`config.mk`:
```
export PLATFORM = sky130hd
export DESIGN_NAME = urm_uart
export DESIGN_NICKNAME = d
export VERILOG_FILES = /design/src/urm_pkg.sv /design/src/urm_uart.sv
export SDC_FILE = /design/constraint.sdc
export NUM_CORES = 1
export LEC_CHECK = 0
export CORE_UTILIZATION = 56
export DETAILED_ROUTE_END_ITERATION = 7
export DONT_BUFFER_PORTS = 1
export GPL_TIMING_DRIVEN = 1
export PLACE_DENSITY_LB_ADDON = 0.08
export SLEW_MARGIN = 20
export SYNTH_ARGS = -nofsm -noshare
export SYNTH_HDL_FRONTEND = slang
export SYNTH_SLANG_ARGS = --single-unit
```
`constraint.sdc`:
```
create_clock -name ref_clk -period 3.5 [get_ports ref_clk]
set_clock_uncertainty 0.15 [all_clocks]
set_input_delay 0.35 -clock ref_clk [delete_from_list [all_inputs] [get_ports ref_clk]]
set_output_delay 0.35 -clock ref_clk [all_outputs]
set_load 0.01 [all_outputs]
```
`src/urm_pkg.sv`:
```
/*
 * Shared constants and carrier types of the RS-485 capable serial port:
 * register offsets, field positions, reset values, timing counts.
 * Assumes a single 250 MHz clock and an APB master with 32-bit data.
 */
package urm_pkg;

    localparam int unsigned CLK_MHZ = 250;

    // register byte offsets
    localparam logic [7:0] OFF_DATA = 8'h00;
    localparam logic [7:0] OFF_IEN = 8'h04;
    localparam logic [7:0] OFF_FIFO_CTL = 8'h08;
    localparam logic [7:0] OFF_LINE_CTL = 8'h0c;
    localparam logic [7:0] OFF_MODEM_CTL = 8'h10;
    localparam logic [7:0] OFF_MODEM_STS = 8'h14;
    localparam logic [7:0] OFF_FIFO_STS = 8'h18;
    localparam logic [7:0] OFF_INT_STS = 8'h1c;
    localparam logic [7:0] OFF_TIMEOUT = 8'h20;
    localparam logic [7:0] OFF_BAUD = 8'h24;
    localparam logic [7:0] OFF_IRDA = 8'h28;
    localparam logic [7:0] OFF_ALT_CTL = 8'h2c;
    localparam logic [7:0] OFF_FUNC_SEL = 8'h30;

    // reset values
    localparam logic [31:0] RST_FIFO_CTL = 32'h0000_0101;
    localparam logic [31:0] RST_MODEM_CTL = 32'h0000_0200;
    localparam logic [31:0] RST_MODEM_STS = 32'h0000_0001;
    localparam logic [31:0] RST_FIFO_STS = 32'h1040_4000;
    localparam logic [31:0] RST_INT_STS = 32'h0000_000a;
    localparam logic [31:0] RST_BAUD = 32'h0f00_0000;
    localparam logic [31:0] RST_IRDA = 32'h0000_0040;

    // field positions
    localparam int unsigned FCR_RX_OFF = 8;
    localparam int unsigned LCR_PAR_EN = 3;
    localparam int unsigned LCR_EVEN = 4;
    localparam int unsigned LCR_STICK = 5;
    localparam int unsigned LCR_BREAK = 6;
    localparam int unsigned LCR_TWO_STOP = 2;
    localparam int unsigned MCR_RTS = 1;
    localparam int unsigned MCR_LEV_RTS = 9;
    localparam int unsigned ALT_MULTIDROP = 8;
    localparam int unsigned ALT_AUTO_ADDR = 9;
    localparam int unsigned ALT_AUTO_DIR = 10;
    localparam int unsigned ALT_ADDR_LSB = 24;
    localparam int unsigned TOR_TURN_LSB = 8;
    localparam int unsigned ISR_ADDR_IF = 16;
    localparam logic [1:0] FUNC_RS485 = 2'h3;

    // turnaround delay unit is one bit time; bit time fixed for this block
    localparam int unsigned BIT_TIME_NS = 400;
    localparam int unsigned BIT_CYCLES = (BIT_TIME_NS * CLK_MHZ) / 1000;
    localparam logic [7:0] BIT_CNT_MAX = 8'(BIT_CYCLES - 1);

    typedef enum logic [3:0] {
        TX_IDLE = 4'b0001,
        TX_SHIFT = 4'b0010,
        TX_HOLD = 4'b0100,
        TX_DELAY = 4'b1000
    } urm_tx_e;

    typedef enum logic [1:0] {
        RX_IDLE = 2'b01,
        RX_SHIFT = 2'b10
    } urm_rx_e;

    typedef struct packed {
        logic [8:0] data;
        logic valid;
    } urm_char_s;

endpackage

```
`src/urm_uart.sv`:
```
/*
 * RS-485 capable serial port with APB register access.
 * One clock, asynchronous active-low reset. Line pins come from outside
 * and are synchronised. Frames are fixed: start, 8 data, 9th bit, stop.
 */
// Behaviour
// - RS-485 behaviour only when function select picks the RS-485 function
// - RTS output serves as line driver enable in RS-485 operation
// - ninth bit one marks an address character, zero marks data
// - stick parity with even gives ninth bit 0, with odd gives 1
// - normal multidrop, auto address, auto direction are independent enables
// - driver enable released only after programmed delay past last stop bit
// - multidrop with receiver disabled drops characters until an address arrives
// - multidrop with receiver enabled stores every character
// - address character in multidrop raises an interrupt request
// - next address character clears receiver disable and gets stored
// - auto address drops characters until matching address arrives, stores it
// - after a match all characters stored until a differing address
// - auto direction drives RTS one to enable driver, zero to tristate
// - RTS active level invertible by the RTS level bit
// - offset zero reads the receive buffer, writes transmit holding
// - receiver disable sits at FIFO control bit 8, one disables
// - RTS level bit at modem control bit 9, one selects high level
`timescale 1ns/1ps
module urm_uart (
    input wire logic ref_clk, // system clock
    input wire logic nrst, // async reset, active low
    input wire logic psel, // apb select
    input wire logic penable, // apb access phase
    input wire logic pwrite, // apb direction
    input wire logic [7:0] paddr, // apb byte address
    input wire logic [31:0] pwdata, // apb write data
    output logic [31:0] prdata, // apb read data
    output logic pready, // apb ready
    output logic pslverr, // apb error
    input wire logic rxPin, // serial line input
    output logic txPin, // serial line output
    output logic rtsPin, // rts / driver enable
    output logic addrIrq // address character request
);

    typedef struct packed {
        logic [31:0] ien;
        logic [31:0] fifoCtl;
        logic [31:0] lineCtl;
        logic [31:0] modemCtl;
        logic [31:0] timeout;
        logic [31:0] baud;
        logic [31:0] irda;
        logic [31:0] altCtl;
        logic [31:0] funcSel;
        logic addrFlag;
        logic [7:0] rxBuf;
        logic rxFull;
        logic [31:0] rdata;
        logic [1:0] rxSync;
        urm_pkg::urm_tx_e txState;
        logic [7:0] txBitCnt;
        logic [3:0] txIdx;
        logic [9:0] txShift;
        logic [7:0] txTurn;
        logic txOut;
        logic [7:0] thr;
        logic thrFull;
        logic driveEn;
        urm_pkg::urm_rx_e rxState;
        logic [7:0] rxBitCnt;
        logic [3:0] rxIdx;
        logic [8:0] rxShift;
        logic addrMatched;
        logic rtsOut;
    } urm_state_s;

    urm_state_s st;
    urm_state_s next_st;
    urm_pkg::urm_char_s rxChar;
    logic rxIn;
    logic isRs485;
    logic wrEn;
    logic rdEn;
    logic storeChar;
    logic ninth;
    logic mapped;

    assign rxIn = st.rxSync[1];
    assign isRs485 = (st.funcSel[1:0] == urm_pkg::FUNC_RS485);
    assign wrEn = psel && penable && pwrite;
    assign rdEn = psel && penable && !pwrite;
    assign pready = 1'b1;
    assign pslverr = 1'b0;
    assign prdata = st.rdata;
    assign txPin = st.txOut;
    assign rtsPin = st.rtsOut;
    assign addrIrq = st.addrFlag && st.ien[urm_pkg::ISR_ADDR_IF - 16];

    always_comb begin
        unique case (paddr)
            urm_pkg::OFF_DATA, urm_pkg::OFF_IEN, urm_pkg::OFF_FIFO_CTL,
            urm_pkg::OFF_LINE_CTL, urm_pkg::OFF_MODEM_CTL, urm_pkg::OFF_MODEM_STS,
            urm_pkg::OFF_FIFO_STS, urm_pkg::OFF_INT_STS, urm_pkg::OFF_TIMEOUT,
            urm_pkg::OFF_BAUD, urm_pkg::OFF_IRDA, urm_pkg::OFF_ALT_CTL,
            urm_pkg::OFF_FUNC_SEL: mapped = 1'b1;
            default: mapped = 1'b0;
        endcase
    end

    // parity slot: stick gives constant, else computed parity
    always_comb begin
        if (st.lineCtl[urm_pkg::LCR_STICK]) begin
            ninth = !st.lineCtl[urm_pkg::LCR_EVEN];
        end else begin
            ninth = (^st.thr) ^ !st.lineCtl[urm_pkg::LCR_EVEN];
        end
    end

    ////////////////////////////////////////////////////////////////////////
    // receive filter: which completed characters reach the buffer
    always_comb begin
        storeChar = 1'b1;
        if (isRs485 && st.altCtl[urm_pkg::ALT_AUTO_ADDR]) begin
            if (rxChar.data[8]) begin
                storeChar = (rxChar.data[7:0] == st.altCtl[urm_pkg::ALT_ADDR_LSB +: 8]);
            end else begin
                storeChar = st.addrMatched;
            end
        end else if (isRs485 && st.altCtl[urm_pkg::ALT_MULTIDROP]) begin
            storeChar = rxChar.data[8] || !st.fifoCtl[urm_pkg::FCR_RX_OFF];
        end
    end

    always_comb begin
        next_st = st;
        rxChar = '0;
        next_st.rxSync = {st.rxSync[0], rxPin};

        // apb registers
        // read data loads in the setup cycle so it already stands at the access edge
        if (psel && !penable && !pwrite) begin
            unique case (paddr)
                urm_pkg::OFF_DATA: next_st.rdata = {24'h00_0000, st.rxBuf};
                urm_pkg::OFF_IEN: next_st.rdata = st.ien;
                urm_pkg::OFF_FIFO_CTL: next_st.rdata = st.fifoCtl;
                urm_pkg::OFF_LINE_CTL: next_st.rdata = st.lineCtl;
                urm_pkg::OFF_MODEM_CTL: next_st.rdata = {st.modemCtl[31:14], st.rtsOut,
                    st.modemCtl[12:0]};
                urm_pkg::OFF_MODEM_STS: next_st.rdata = urm_pkg::RST_MODEM_STS;
                urm_pkg::OFF_FIFO_STS: next_st.rdata = {urm_pkg::RST_FIFO_STS[31:1],
                    st.rxFull};
                urm_pkg::OFF_INT_STS: next_st.rdata = {15'h0000, st.addrFlag,
                    urm_pkg::RST_INT_STS[15:0]};
                urm_pkg::OFF_TIMEOUT: next_st.rdata = st.timeout;
                urm_pkg::OFF_BAUD: next_st.rdata = st.baud;
                urm_pkg::OFF_IRDA: next_st.rdata = st.irda;
                urm_pkg::OFF_ALT_CTL: next_st.rdata = st.altCtl;
                urm_pkg::OFF_FUNC_SEL: next_st.rdata = st.funcSel;
                default: next_st.rdata = 32'h0000_0000;
            endcase
        end
        if (rdEn && paddr == urm_pkg::OFF_DATA) begin
            next_st.rxFull = 1'b0;
        end
        if (wrEn && mapped) begin
            unique case (paddr)
                urm_pkg::OFF_DATA: begin
                    next_st.thr = pwdata[7:0];
                    next_st.thrFull = 1'b1;
                end
                urm_pkg::OFF_IEN: next_st.ien = pwdata;
                urm_pkg::OFF_FIFO_CTL: next_st.fifoCtl = pwdata;
                urm_pkg::OFF_LINE_CTL: next_st.lineCtl = pwdata;
                urm_pkg::OFF_MODEM_CTL: next_st.modemCtl = pwdata;
                urm_pkg::OFF_INT_STS: begin
                    if (pwdata[urm_pkg::ISR_ADDR_IF]) begin
                        next_st.addrFlag = 1'b0;
                    end
                end
                urm_pkg::OFF_TIMEOUT: next_st.timeout = pwdata;
                urm_pkg::OFF_BAUD: next_st.baud = pwdata;
                urm_pkg::OFF_IRDA: next_st.irda = pwdata;
                urm_pkg::OFF_ALT_CTL: next_st.altCtl = pwdata;
                urm_pkg::OFF_FUNC_SEL: next_st.funcSel = pwdata;
                default: next_st.funcSel = st.funcSel;
            endcase
        end

        ////////////////////////////////////////////////////////////////////
        // transmitter: start, 8 data LSB first, ninth, stop
        unique case (st.txState)
            urm_pkg::TX_IDLE: begin
                next_st.txOut = 1'b1;
                if (st.thrFull) begin
                    next_st.txShift = {1'b1, ninth, st.thr};
                    next_st.thrFull = 1'b0;
                    next_st.txOut = 1'b0;
                    next_st.txIdx = 4'h0;
                    next_st.txBitCnt = 8'h00;
                    next_st.driveEn = 1'b1;
                    next_st.txState = urm_pkg::TX_SHIFT;
                end
            end
            urm_pkg::TX_SHIFT: begin
                next_st.txBitCnt = st.txBitCnt + 8'h01;
                if (st.txBitCnt == urm_pkg::BIT_CNT_MAX) begin
                    next_st.txBitCnt = 8'h00;
                    next_st.txOut = st.txShift[0];
                    next_st.txShift = {1'b1, st.txShift[9:1]};
                    next_st.txIdx = st.txIdx + 4'h1;
                    if (st.txIdx == 4'h9) begin
                        next_st.txState = urm_pkg::TX_HOLD;
                    end
                end
            end
            urm_pkg::TX_HOLD: begin
                // stop bit on the line for one bit time
                next_st.txBitCnt = st.txBitCnt + 8'h01;
                if (st.txBitCnt == urm_pkg::BIT_CNT_MAX) begin
                    next_st.txBitCnt = 8'h00;
                    next_st.txTurn = st.timeout[urm_pkg::TOR_TURN_LSB +: 8];
                    next_st.txState = urm_pkg::TX_DELAY;
                end
            end
            urm_pkg::TX_DELAY: begin
                // back-to-back characters keep the driver on
                if (st.thrFull) begin
                    next_st.txState = urm_pkg::TX_IDLE;
                end else if (st.txTurn == 8'h00) begin
                    next_st.driveEn = 1'b0;
                    next_st.txState = urm_pkg::TX_IDLE;
                end else begin
                    next_st.txBitCnt = st.txBitCnt + 8'h01;
                    if (st.txBitCnt == urm_pkg::BIT_CNT_MAX) begin
                        next_st.txBitCnt = 8'h00;
                        next_st.txTurn = st.txTurn - 8'h01;
                    end
                end
            end
            default: next_st.txState = urm_pkg::TX_IDLE;
        endcase
        if (st.lineCtl[urm_pkg::LCR_BREAK]) begin
            next_st.txOut = 1'b0;
        end

        ////////////////////////////////////////////////////////////////////
        // receiver, sampled mid-bit
        unique case (st.rxState)
            urm_pkg::RX_IDLE: begin
                if (!rxIn) begin
                    next_st.rxBitCnt = 8'(urm_pkg::BIT_CYCLES / 2);
                    next_st.rxIdx = 4'h0;
                    next_st.rxState = urm_pkg::RX_SHIFT;
                end
            end
            urm_pkg::RX_SHIFT: begin
                next_st.rxBitCnt = st.rxBitCnt + 8'h01;
                if (st.rxBitCnt == urm_pkg::BIT_CNT_MAX) begin
                    next_st.rxBitCnt = 8'h00;
                    next_st.rxIdx = st.rxIdx + 4'h1;
                    if (st.rxIdx == 4'h0 && rxIn) begin
                        next_st.rxState = urm_pkg::RX_IDLE; // false start
                    end else if (st.rxIdx == 4'ha) begin
                        rxChar.data = st.rxShift;
                        rxChar.valid = 1'b1;
                        next_st.rxState = urm_pkg::RX_IDLE;
                    end else if (st.rxIdx != 4'h0) begin
                        next_st.rxShift = {rxIn, st.rxShift[8:1]};
                    end
                end
            end
            default: next_st.rxState = urm_pkg::RX_IDLE;
        endcase

        if (rxChar.valid) begin
            if (isRs485 && st.altCtl[urm_pkg::ALT_AUTO_ADDR] && rxChar.data[8]) begin
                next_st.addrMatched = storeChar;
            end
            if (isRs485 && st.altCtl[urm_pkg::ALT_MULTIDROP] && rxChar.data[8]) begin
                next_st.addrFlag = 1'b1;
                next_st.fifoCtl[urm_pkg::FCR_RX_OFF] = 1'b0;
            end
            if (storeChar) begin
                next_st.rxBuf = rxChar.data[7:0];
                next_st.rxFull = 1'b1;
            end
        end

        // driver enable or software rts, level-adjusted
        if (isRs485 && st.altCtl[urm_pkg::ALT_AUTO_DIR]) begin
            next_st.rtsOut = st.driveEn ~^ st.modemCtl[urm_pkg::MCR_LEV_RTS];
        end else begin
            next_st.rtsOut = st.modemCtl[urm_pkg::MCR_RTS] ~^ st.modemCtl[urm_pkg::MCR_LEV_RTS];
        end
    end

    always_ff @(posedge ref_clk or negedge nrst) begin
        if (!nrst) begin
            st <= '0;
            st.fifoCtl <= urm_pkg::RST_FIFO_CTL;
            st.modemCtl <= urm_pkg::RST_MODEM_CTL;
            st.baud <= urm_pkg::RST_BAUD;
            st.irda <= urm_pkg::RST_IRDA;
            st.rxSync <= 2'b11;
            st.txState <= urm_pkg::TX_IDLE;
            st.rxState <= urm_pkg::RX_IDLE;
            st.txOut <= 1'b1;
        end else begin
            st <= next_st;
        end
    end

    ////////////////////////////////////////////////////////////////////////
    // checks
    property p_rts_dir;
        @(posedge ref_clk) disable iff (!nrst)
        (isRs485 && st.altCtl[urm_pkg::ALT_AUTO_DIR]) |=>
            (rtsPin == ($past(st.driveEn) ~^ $past(st.modemCtl[urm_pkg::MCR_LEV_RTS])));
    endproperty
    a_rts_dir: assert property (p_rts_dir) else $error("rts not following driver enable");

    property p_rx_off_clear;
        @(posedge ref_clk) disable iff (!nrst)
        (rxChar.valid && isRs485 && st.altCtl[urm_pkg::ALT_MULTIDROP] && rxChar.data[8]) |=>
            (!st.fifoCtl[urm_pkg::FCR_RX_OFF] && st.rxFull && st.addrFlag);
    endproperty
    a_rx_off_clear: assert property (p_rx_off_clear) else $error("address not handled");

    property p_multidrop_drop;
        @(posedge ref_clk) disable iff (!nrst)
        (rxChar.valid && isRs485 && !st.altCtl[urm_pkg::ALT_AUTO_ADDR]
            && st.altCtl[urm_pkg::ALT_MULTIDROP] && st.fifoCtl[urm_pkg::FCR_RX_OFF]
            && !rxChar.data[8] && !rdEn && !st.rxFull)
            |=> !st.rxFull;
    endproperty
    a_multidrop_drop: assert property (p_multidrop_drop) else $error("data stored while off");

    property p_addr_match;
        @(posedge ref_clk) disable iff (!nrst)
        (rxChar.valid && isRs485 && st.altCtl[urm_pkg::ALT_AUTO_ADDR] && rxChar.data[8]) |=>
            (st.addrMatched == ($past(rxChar.data[7:0]) == $past(st.altCtl[31:24])));
    endproperty
    a_addr_match: assert property (p_addr_match) else $error("match state wrong");

    property p_stick;
        @(posedge ref_clk) disable iff (!nrst)
        (st.txState == urm_pkg::TX_IDLE && st.thrFull && st.lineCtl[urm_pkg::LCR_STICK]) |=>
            (st.txShift[8] == !$past(st.lineCtl[urm_pkg::LCR_EVEN]));
    endproperty
    a_stick: assert property (p_stick) else $error("stick ninth bit wrong");

    property p_start_bit;
        @(posedge ref_clk) disable iff (!nrst)
        (st.txState == urm_pkg::TX_IDLE && st.thrFull && !st.lineCtl[urm_pkg::LCR_BREAK]) |=>
            (!txPin && st.driveEn)[*8];
    endproperty
    a_start_bit: assert property (p_start_bit) else $error("start bit wrong");

    property p_delay_hold;
        @(posedge ref_clk) disable iff (!nrst)
        (st.txState == urm_pkg::TX_DELAY && st.txTurn != 8'h00) |=> st.driveEn;
    endproperty
    a_delay_hold: assert property (p_delay_hold) else $error("driver released early");

    property p_plain_store;
        @(posedge ref_clk) disable iff (!nrst)
        (rxChar.valid && !isRs485) |=> (st.rxFull && st.rxBuf == $past(rxChar.data[7:0]));
    endproperty
    a_plain_store: assert property (p_plain_store) else $error("plain char lost");

    c_auto_addr: cover property (@(posedge ref_clk)
        rxChar.valid && st.altCtl[urm_pkg::ALT_AUTO_ADDR]);
    c_multidrop_addr: cover property (@(posedge ref_clk)
        rxChar.valid && rxChar.data[8] && st.altCtl[urm_pkg::ALT_MULTIDROP]);
    c_release: cover property (@(posedge ref_clk) $fell(st.driveEn));

endmodule

```
### After elaboration in Yosys (flattened, before gate mapping)

Memories as Yosys holds them, arrays and structs flattened.
Cells that the tools add are included.

| word-level totals | value |
|---|---|
| memory bits (read-only) | 64 |
| register bits | 402 |
| bits of input ports | 46 |
| memories kept | 1 |

| operators by class | value |
|---|---|
| reductions and logical operators | 53 |
| bitwise operators | 5 |
| $add $sub $neg | 5 |
| eq/ne operators | 37 |
| mux-type cells | 65 |

Memories:

| memory | depth | bits a word | read ports | clocked after memory_dff | wr ports | RTL line | RTL |
|---|---|---|---|---|---|---|---|
| (name not given) | 64 | 1 | 1 | 0 | 0 | urm_uart.sv:97 | `unique case (paddr)` |

Operators with widths:

| cell | count |
|---|---|
| 32-bit case mux with 13 select lines | 1 |
| 234-bit two-way mux | 1 |
| 32-bit two-way mux | 7 |
| 8-bit two-way mux | 7 |
| 26-bit two-way mux | 2 |
| 10-bit two-way mux | 5 |
| 9-bit two-way mux | 5 |
| 8-bit by 6-bit equality test with 1-bit output, second input constant | 5 |
| 8-bit by 5-bit equality test with 1-bit output, second input constant | 4 |
| 8-bit case mux with 4 select lines | 1 |
| 14-bit case mux with 2 select lines | 1 |
| 2-bit AND reduction | 14 |
| 12-bit case mux with 2 select lines | 1 |
| 23-bit two-way mux | 1 |
| 1-bit two-way mux | 20 |
| 2-bit != test, second input constant | 10 |
| 8-bit by 1-bit adder with 8-bit output, second input constant | 2 |
| 8-bit by 4-bit equality test with 1-bit output, second input constant | 2 |
| 8-bit by 7-bit equality test with 1-bit output, second input constant | 2 |
| 8-bit zero test | 2 |
| 4-bit case mux with 4 select lines | 1 |
| 8-bit case mux with 2 select lines | 1 |
| 5-bit AND reduction | 3 |
| 1-bit logical AND | 14 |
| 30 further kinds | 53 |

### Logic depth before layout (Yosys ltp)

| logic depth | value |
|---|---|
| word-level depth | 10 |
| mapped depth | 8 |

### Worst setup path before layout

No wires, ideal clock.

| path | value |
|---|---|
| path type | register to register |
| from | reg st[15] (netlist name) |
| to | reg st[105] (netlist name) |
| setup time | 0.125 ns |
| clock period less this slack | 2.646 ns |
| data required time | 3.225 ns |
| setup slack | 0.854 ns |
| arrival | 2.372 ns |
| stages on the path, launching flop included | 7 |
| cells stage by stage | dfrtp_1 > ha_1 > or3b_4 > nor4_1 > xor2_1 > o41ai_4 > mux2_2 |

| on the way | value |
|---|---|
| longest elaborated chain between the ends | 7 |
| elaborated cells between the ends (all ways) | 9 |

RTL lines:

| item | RTL line | RTL |
|---|---|---|
| start, declared | urm_uart.sv:74 | `urm_state_s st;` |
| start signal, assigned | urm_uart.sv:306 | `st <= next_st;` |
| 8-bit by 7-bit equality test with 1-bit output (*) | urm_uart.sv:255 | `if (st.rxBitCnt == urm_pkg::BIT_CNT_MAX) begin` |
| 10-bit two-way mux (*) | urm_uart.sv:255 |  |
| 10-bit two-way mux (*) | urm_uart.sv:245 | `unique case (st.rxState)` |
| 8-bit equality test or 1-bit logical OR (tied branches) | urm_uart.sv:122, urm_uart.sv:127 |  |
| 1-bit two-way mux (on tied branches) | urm_uart.sv:121, urm_uart.sv:126 |  |
| 1-bit two-way mux | urm_uart.sv:120 | `if (isRs485 && st.altCtl[urm_pkg::ALT_AUTO_ADDR]) begin` |
| 2-bit AND reduction (no line) | n/a |  |

Every way passes the cells marked *; elsewhere a longest branch is shown, timed or not.
A chain may end at the register's enable or synchronous reset.

### Final worst setup path

| path | value |
|---|---|
| from | reg st[15] (netlist name) |
| to | reg st[111] (netlist name) |

The elaborated chain is that of the path after synthesis.

==> metrics.txt <==
# TYPE chip_impl_metric gauge
chip_impl_info{name="failing_checks",value="hold timing"} 1
chip_impl_metric{name="power_report.internal_total",unit="mW"} 7.60
chip_impl_metric{name="fin_hold_ws",unit="ns"} -0.631
chip_impl_metric{name="vdd.ir_drop.worst",unit="mV"} 0.497
chip_impl_metric{name="non_filler_instance_count_after_layout",unit=""} 1960
chip_impl_metric{name="postLayoutCellArea",unit="mm²"} 0.0209
chip_impl_info{name="mostFrequentLayoutCell",value="sky130_fd_sc_hd__dfrtp_1"} 1
chip_impl_metric{name="setup_tns_final",unit="ns"} 0
chip_impl_metric{name="synth-seq-cells",unit=""} 401
chip_impl_metric{name="chipHeight",unit="µm"} 185
chip_impl_metric{name="clockPowerShare",unit="%"} 48.3
chip_impl_metric{name="hold_violations",unit=""} 391
chip_impl_metric{name="grt_overflow_total",unit=""} 0
chip_impl_metric{name="core",unit="mm²"} 0.0327
chip_impl_metric{name="detailed_place_hpwl",unit="µm"} 29100
chip_impl_metric{name="p_sw_share",unit="%"} 20.8
chip_impl_metric{name="die_x",unit="µm"} 185
chip_impl_metric{name="grt_overall_usage",unit="%"} 29.0
chip_impl_metric{name="yosysWarningCount",unit=""} 0
chip_impl_metric{name="post_cts_buffers",unit=""} 0
chip_impl_metric{name="route.vias.total",unit=""} 12100
chip_impl_metric{name="detail_route.wirelength",unit="µm"} 47600
chip_impl_metric{name="drt_drc_violations_left",unit=""} 0
chip_impl_metric{name="cts_hold_repair.buffers",unit=""} 37
chip_impl_metric{name="first_global_vias",unit=""} 12200
chip_impl_metric{name="clock_insertion_delay_worst_skew",unit="ns"} 0.54
chip_impl_info{name="worst-setup-path-type",value="reg -> reg"} 1
chip_impl_metric{name="grt_start_max_net_pins",unit=""} 402
chip_impl_metric{name="drv.max_cap_violation_count",unit=""} 0
chip_impl_info{name="slowest_stage",value="sky130_fd_sc_hd__o41ai_4"} 1
chip_impl_metric{name="synthCells",unit=""} 1480
chip_impl_metric{name="route.met2.wl",unit="µm"} 21600
chip_impl_metric{name="synth_area",unit="mm²"} 0.0187
chip_impl_metric{name="total_switching_power",unit="mW"} 1.99
chip_impl_metric{name="setup.reg_to_reg.worst_slack",unit="ns"} 0.63
chip_impl_info{name="most-common-layout-cells",value="388 x sky130_fd_sc_hd__dfrtp_1, 325 x sky130_fd_sc_hd__mux2_2, 77 x sky130_fd_sc_hd__nand2_1"} 1
chip_impl_metric{name="power.combinational.fraction",unit="%"} 2.7
chip_impl_metric{name="finalMaxSlewViolations",unit=""} 0
chip_impl_metric{name="critPathBufInv",unit=""} 0
chip_impl_metric{name="numCtsBuffers",unit=""} 43
chip_impl_info{name="worstPathCellList",value="ha_1, or3b_4, nor4_1, xor2_1, o41ai_4, mux2_2"} 1
chip_impl_metric{name="dr.first_iter.drc_count",unit=""} 934
chip_impl_metric{name="synthesis.nets",unit=""} 1534
chip_impl_info{name="critPathLaunchType",value="flip-flop"} 1
chip_impl_info{name="cp_top_family",value="simple AND/OR/NAND/NOR gates"} 1
chip_impl_info{name="synth_flop_cell",value="sky130_fd_sc_hd__dfrtp_1"} 1
chip_impl_metric{name="ant_nets",unit=""} 0
chip_impl_metric{name="power.leakage",unit="nW"} 9.88
chip_impl_metric{name="finalCritPeriodShare",unit="%"} 81.9
chip_impl_metric{name="final_stage_net_count",unit=""} 1536
chip_impl_metric{name="sequentialPowerShare",unit="%"} 49.1
chip_impl_metric{name="syn2layout_area_growth",unit="%"} 11.7
chip_impl_metric{name="vias_per_cell",unit=""} 6.17
chip_impl_info{name="rsz0062_at_grt",value="no"} 1
chip_impl_metric{name="worst_ep_arrival_time",unit="ns"} 3.13
chip_impl_metric{name="timing.fmax",unit="MHz"} 349
chip_impl_metric{name="worst-r2r-cell-count",unit=""} 6
chip_impl_metric{name="initial_utilization",unit="%"} 57.1
chip_impl_metric{name="htreeDepth",unit=""} 2
chip_impl_info{name="critPathCaptureType",value="flip-flop"} 1
chip_impl_info{name="tritoncts",value="yes"} 1
chip_impl_metric{name="placed_area",unit="mm²"} 0.0190
chip_impl_metric{name="grt_first_pass_wirelength",unit="µm"} 74300
chip_impl_metric{name="design.portCount",unit=""} 83
chip_impl_metric{name="dp_cells",unit=""} 1842
chip_impl_metric{name="maxSlewHeadroom",unit="%"} 2.28
chip_impl_info{name="r2r-end",value="st[111]$_DFFE_PN0P_"} 1
chip_impl_metric{name="critical-path-max-stage-delay",unit="ns"} 0.67
chip_impl_metric{name="design.die.area",unit="mm²"} 0.0341
chip_impl_metric{name="cts.path.max_buffers",unit=""} 3
chip_impl_metric{name="total_clock_sinks",unit=""} 401
chip_impl_info{name="timing.hold.worst.class",value="in -> async"} 1
chip_impl_metric{name="postSynthAreaPerCell",unit="µm²"} 12.6
chip_impl_info{name="status",value="complete, but fails checks"} 1
chip_impl_metric{name="routedWlPerCell",unit="µm"} 24.3
chip_impl_metric{name="pre_repair_dr_iteration_count",unit=""} 5
chip_impl_metric{name="antenna_found_initial",unit=""} 2
chip_impl_metric{name="synth_seq_area_share",unit="%"} 53.8
chip_impl_metric{name="met1_length",unit="µm"} 21700
chip_impl_info{name="top_layer_used",value="met4"} 1
chip_impl_metric{name="report.final.setup_viol",unit=""} 0
chip_impl_metric{name="worst_pin_slew",unit="ns"} 1.47
chip_impl_info{name="clk_root_buffer_cell",value="sky130_fd_sc_hd__clkbuf_16"} 1
chip_impl_metric{name="place.port_buffers",unit=""} 0
chip_impl_metric{name="fraction_of_registers_with_async_set_or_reset_after_synthesis",unit="%"} 100
chip_impl_metric{name="rows",unit=""} 66
chip_impl_metric{name="finalCriticalPeriod",unit="ns"} 2.87
chip_impl_metric{name="drive_above_1_share",unit="%"} 32.4
chip_impl_metric{name="required",unit="ns"} 3.77
chip_impl_metric{name="library_cells_used_by_synthesis",unit=""} 76
chip_impl_metric{name="clkTransAtPathRegs",unit="ns"} 0.06
chip_impl_metric{name="crit_path_max_fanout",unit=""} 9
chip_impl_metric{name="post_cts.resized_instances",unit=""} 0
chip_impl_metric{name="synth_enable_flop_cells",unit=""} 0
chip_impl_metric{name="power.density",unit="mW/mm²"} 460
chip_impl_metric{name="routed-wl-met3",unit="µm"} 2800
chip_impl_metric{name="final_gp_congestion",unit=""} 0.823
chip_impl_info{name="critical_path.reg2reg.startpoint",value="st[15]$_DFFE_PN0P_"} 1
[flip-flops by register name, indices dropped and copies added, names as in the netlist]
register,cells
next_st,1
st,365
prdata,32
rxIn,1
rtsPin,1
txPin,1
[cell type report]
type,instances,area [µm²]
Tap cell,442,553
Clock inverter,8,115
Inverter,10,37.5
Multi-Input combinational cell,940,7990
Antenna cell,2,5.00
Timing Repair Buffer,86,776
Fill cell,2591,11800
Clock buffer,71,1340
Sequential cell,401,10100
[cell families (layout without fill, tap and decap cells)]
logic type	after synthesis	count (layout)	synth area share, %
AOI/OAI and AO/OA	244	244	9.76
xor gates and xnor gates	22	22	1.03
adders and majority gates	8	8	0.536
buffers and inverters	139	175	3.88
other	2	4	0.0402
DFF	401	401	53.8
and+or+nand+nor	293	293	8.82
muxes	371	371	22.1
[synthesized netlist by cell type (5+ instances only)]
library cell / count / share of area, %
sky130_fd_sc_hd__dfstp_2: 13 / 1.8
sky130_fd_sc_hd__a22o_1: 37 / 1.7
sky130_fd_sc_hd__or4_1: 6 / 0.24
sky130_fd_sc_hd__mux2_1: 9 / 0.54
sky130_fd_sc_hd__nor4_1: 11 / 0.37
sky130_fd_sc_hd__buf_2: 30 / 0.80
sky130_fd_sc_hd__a21oi_1: 14 / 0.38
sky130_fd_sc_hd__buf_1: 15 / 0.30
sky130_fd_sc_hd__xnor2_1: 11 / 0.52
sky130_fd_sc_hd__nor2_1: 37 / 0.74
sky130_fd_sc_hd__clkbuf_1: 40 / 0.80
sky130_fd_sc_hd__o21ai_0: 55 / 1.5
sky130_fd_sc_hd__o21bai_1: 6 / 0.24
sky130_fd_sc_hd__nand4_1: 11 / 0.37
sky130_fd_sc_hd__a22oi_1: 49 / 2.0
sky130_fd_sc_hd__a221oi_1: 7 / 0.33
sky130_fd_sc_hd__a221o_1: 16 / 0.86
sky130_fd_sc_hd__o2bb2ai_1: 11 / 0.52
sky130_fd_sc_hd__a211oi_1: 5 / 0.20
sky130_fd_sc_hd__mux2_2: 325 / 20
sky130_fd_sc_hd__nor2b_1: 12 / 0.40
sky130_fd_sc_hd__nand2b_1: 11 / 0.37
sky130_fd_sc_hd__ha_1: 8 / 0.54
sky130_fd_sc_hd__a222oi_1: 6 / 0.32
sky130_fd_sc_hd__inv_1: 10 / 0.20
sky130_fd_sc_hd__and3_1: 11 / 0.37
sky130_fd_sc_hd__dfrtp_1: 388 / 52
sky130_fd_sc_hd__nor3_2: 7 / 0.38
sky130_fd_sc_hd__nor3_1: 36 / 0.96
sky130_fd_sc_hd__xor2_1: 11 / 0.52
sky130_fd_sc_hd__and2_1: 7 / 0.23
sky130_fd_sc_hd__nand3_1: 25 / 0.67
sky130_fd_sc_hd__buf_4: 44 / 1.8
sky130_fd_sc_hd__nand2_1: 78 / 1.6
sky130_fd_sc_hd__mux2i_1: 37 / 2.0
[worst max path at each step]
stage	end	cells past startpoint	from	slack [ns]
4_1_cts	st[107]$_DFFE_PN0P_	6	st[15]$_DFFE_PN0P_	0.63
2_1_floorplan	st[105]$_DFFE_PN0P_	6	st[15]$_DFFE_PN0P_	0.85
3_3_place_gp	st[110]$_DFFE_PN0P_	6	st[16]$_DFFE_PN0P_	0.62
5_1_grt	st[112]$_DFFE_PN0P_	6	st[16]$_DFFE_PN0P_	0.44
3_5_place_dp	st[107]$_DFFE_PN0P_	6	st[15]$_DFFE_PN0P_	0.64
6_report	st[111]$_DFFE_PN0P_	6	st[15]$_DFFE_PN0P_	0.63
[power groups by stage]
stage	logic, mW	registers [mW]	clock network (mW)
4_1_cts	0.255	4.70	4.71
2_1_floorplan	0.168	4.78	0
3_3_place_gp	0.175	4.79	0
3_5_place_dp	0.177	4.79	0
6_report	0.257	4.71	4.63
5_1_grt	0.278	4.71	4.90
[metal layers]
layer | up-vias | track usage, %
li1 | 5464 | -
met5 | - | 0
met3 | 88 | 5.61
met4 | 0 | 9.45
met2 | 316 | 44.5
met1 | 6230 | 41.6
[metrics by stage]
| step | hold slack (ns) | setup slack (ns) | util [%] | total power [mW] |
|---|---|---|---|---|
| after global routing | -0.657 | 0.439 | 63.8 | 9.89 |
| after floorplan | -0.0956 | 0.854 | - | 4.95 |
| after global placement | -0.0842 | 0.624 | 58.2 | 4.96 |
| after detailed placement | -0.0836 | 0.644 | 58.2 | 4.97 |
| final | -0.631 | 0.635 | 63.8 | 9.59 |
| after CTS | -0.643 | 0.629 | 63.8 | 9.67 |
Note: power is estimated with default switching activity, not from simulation.
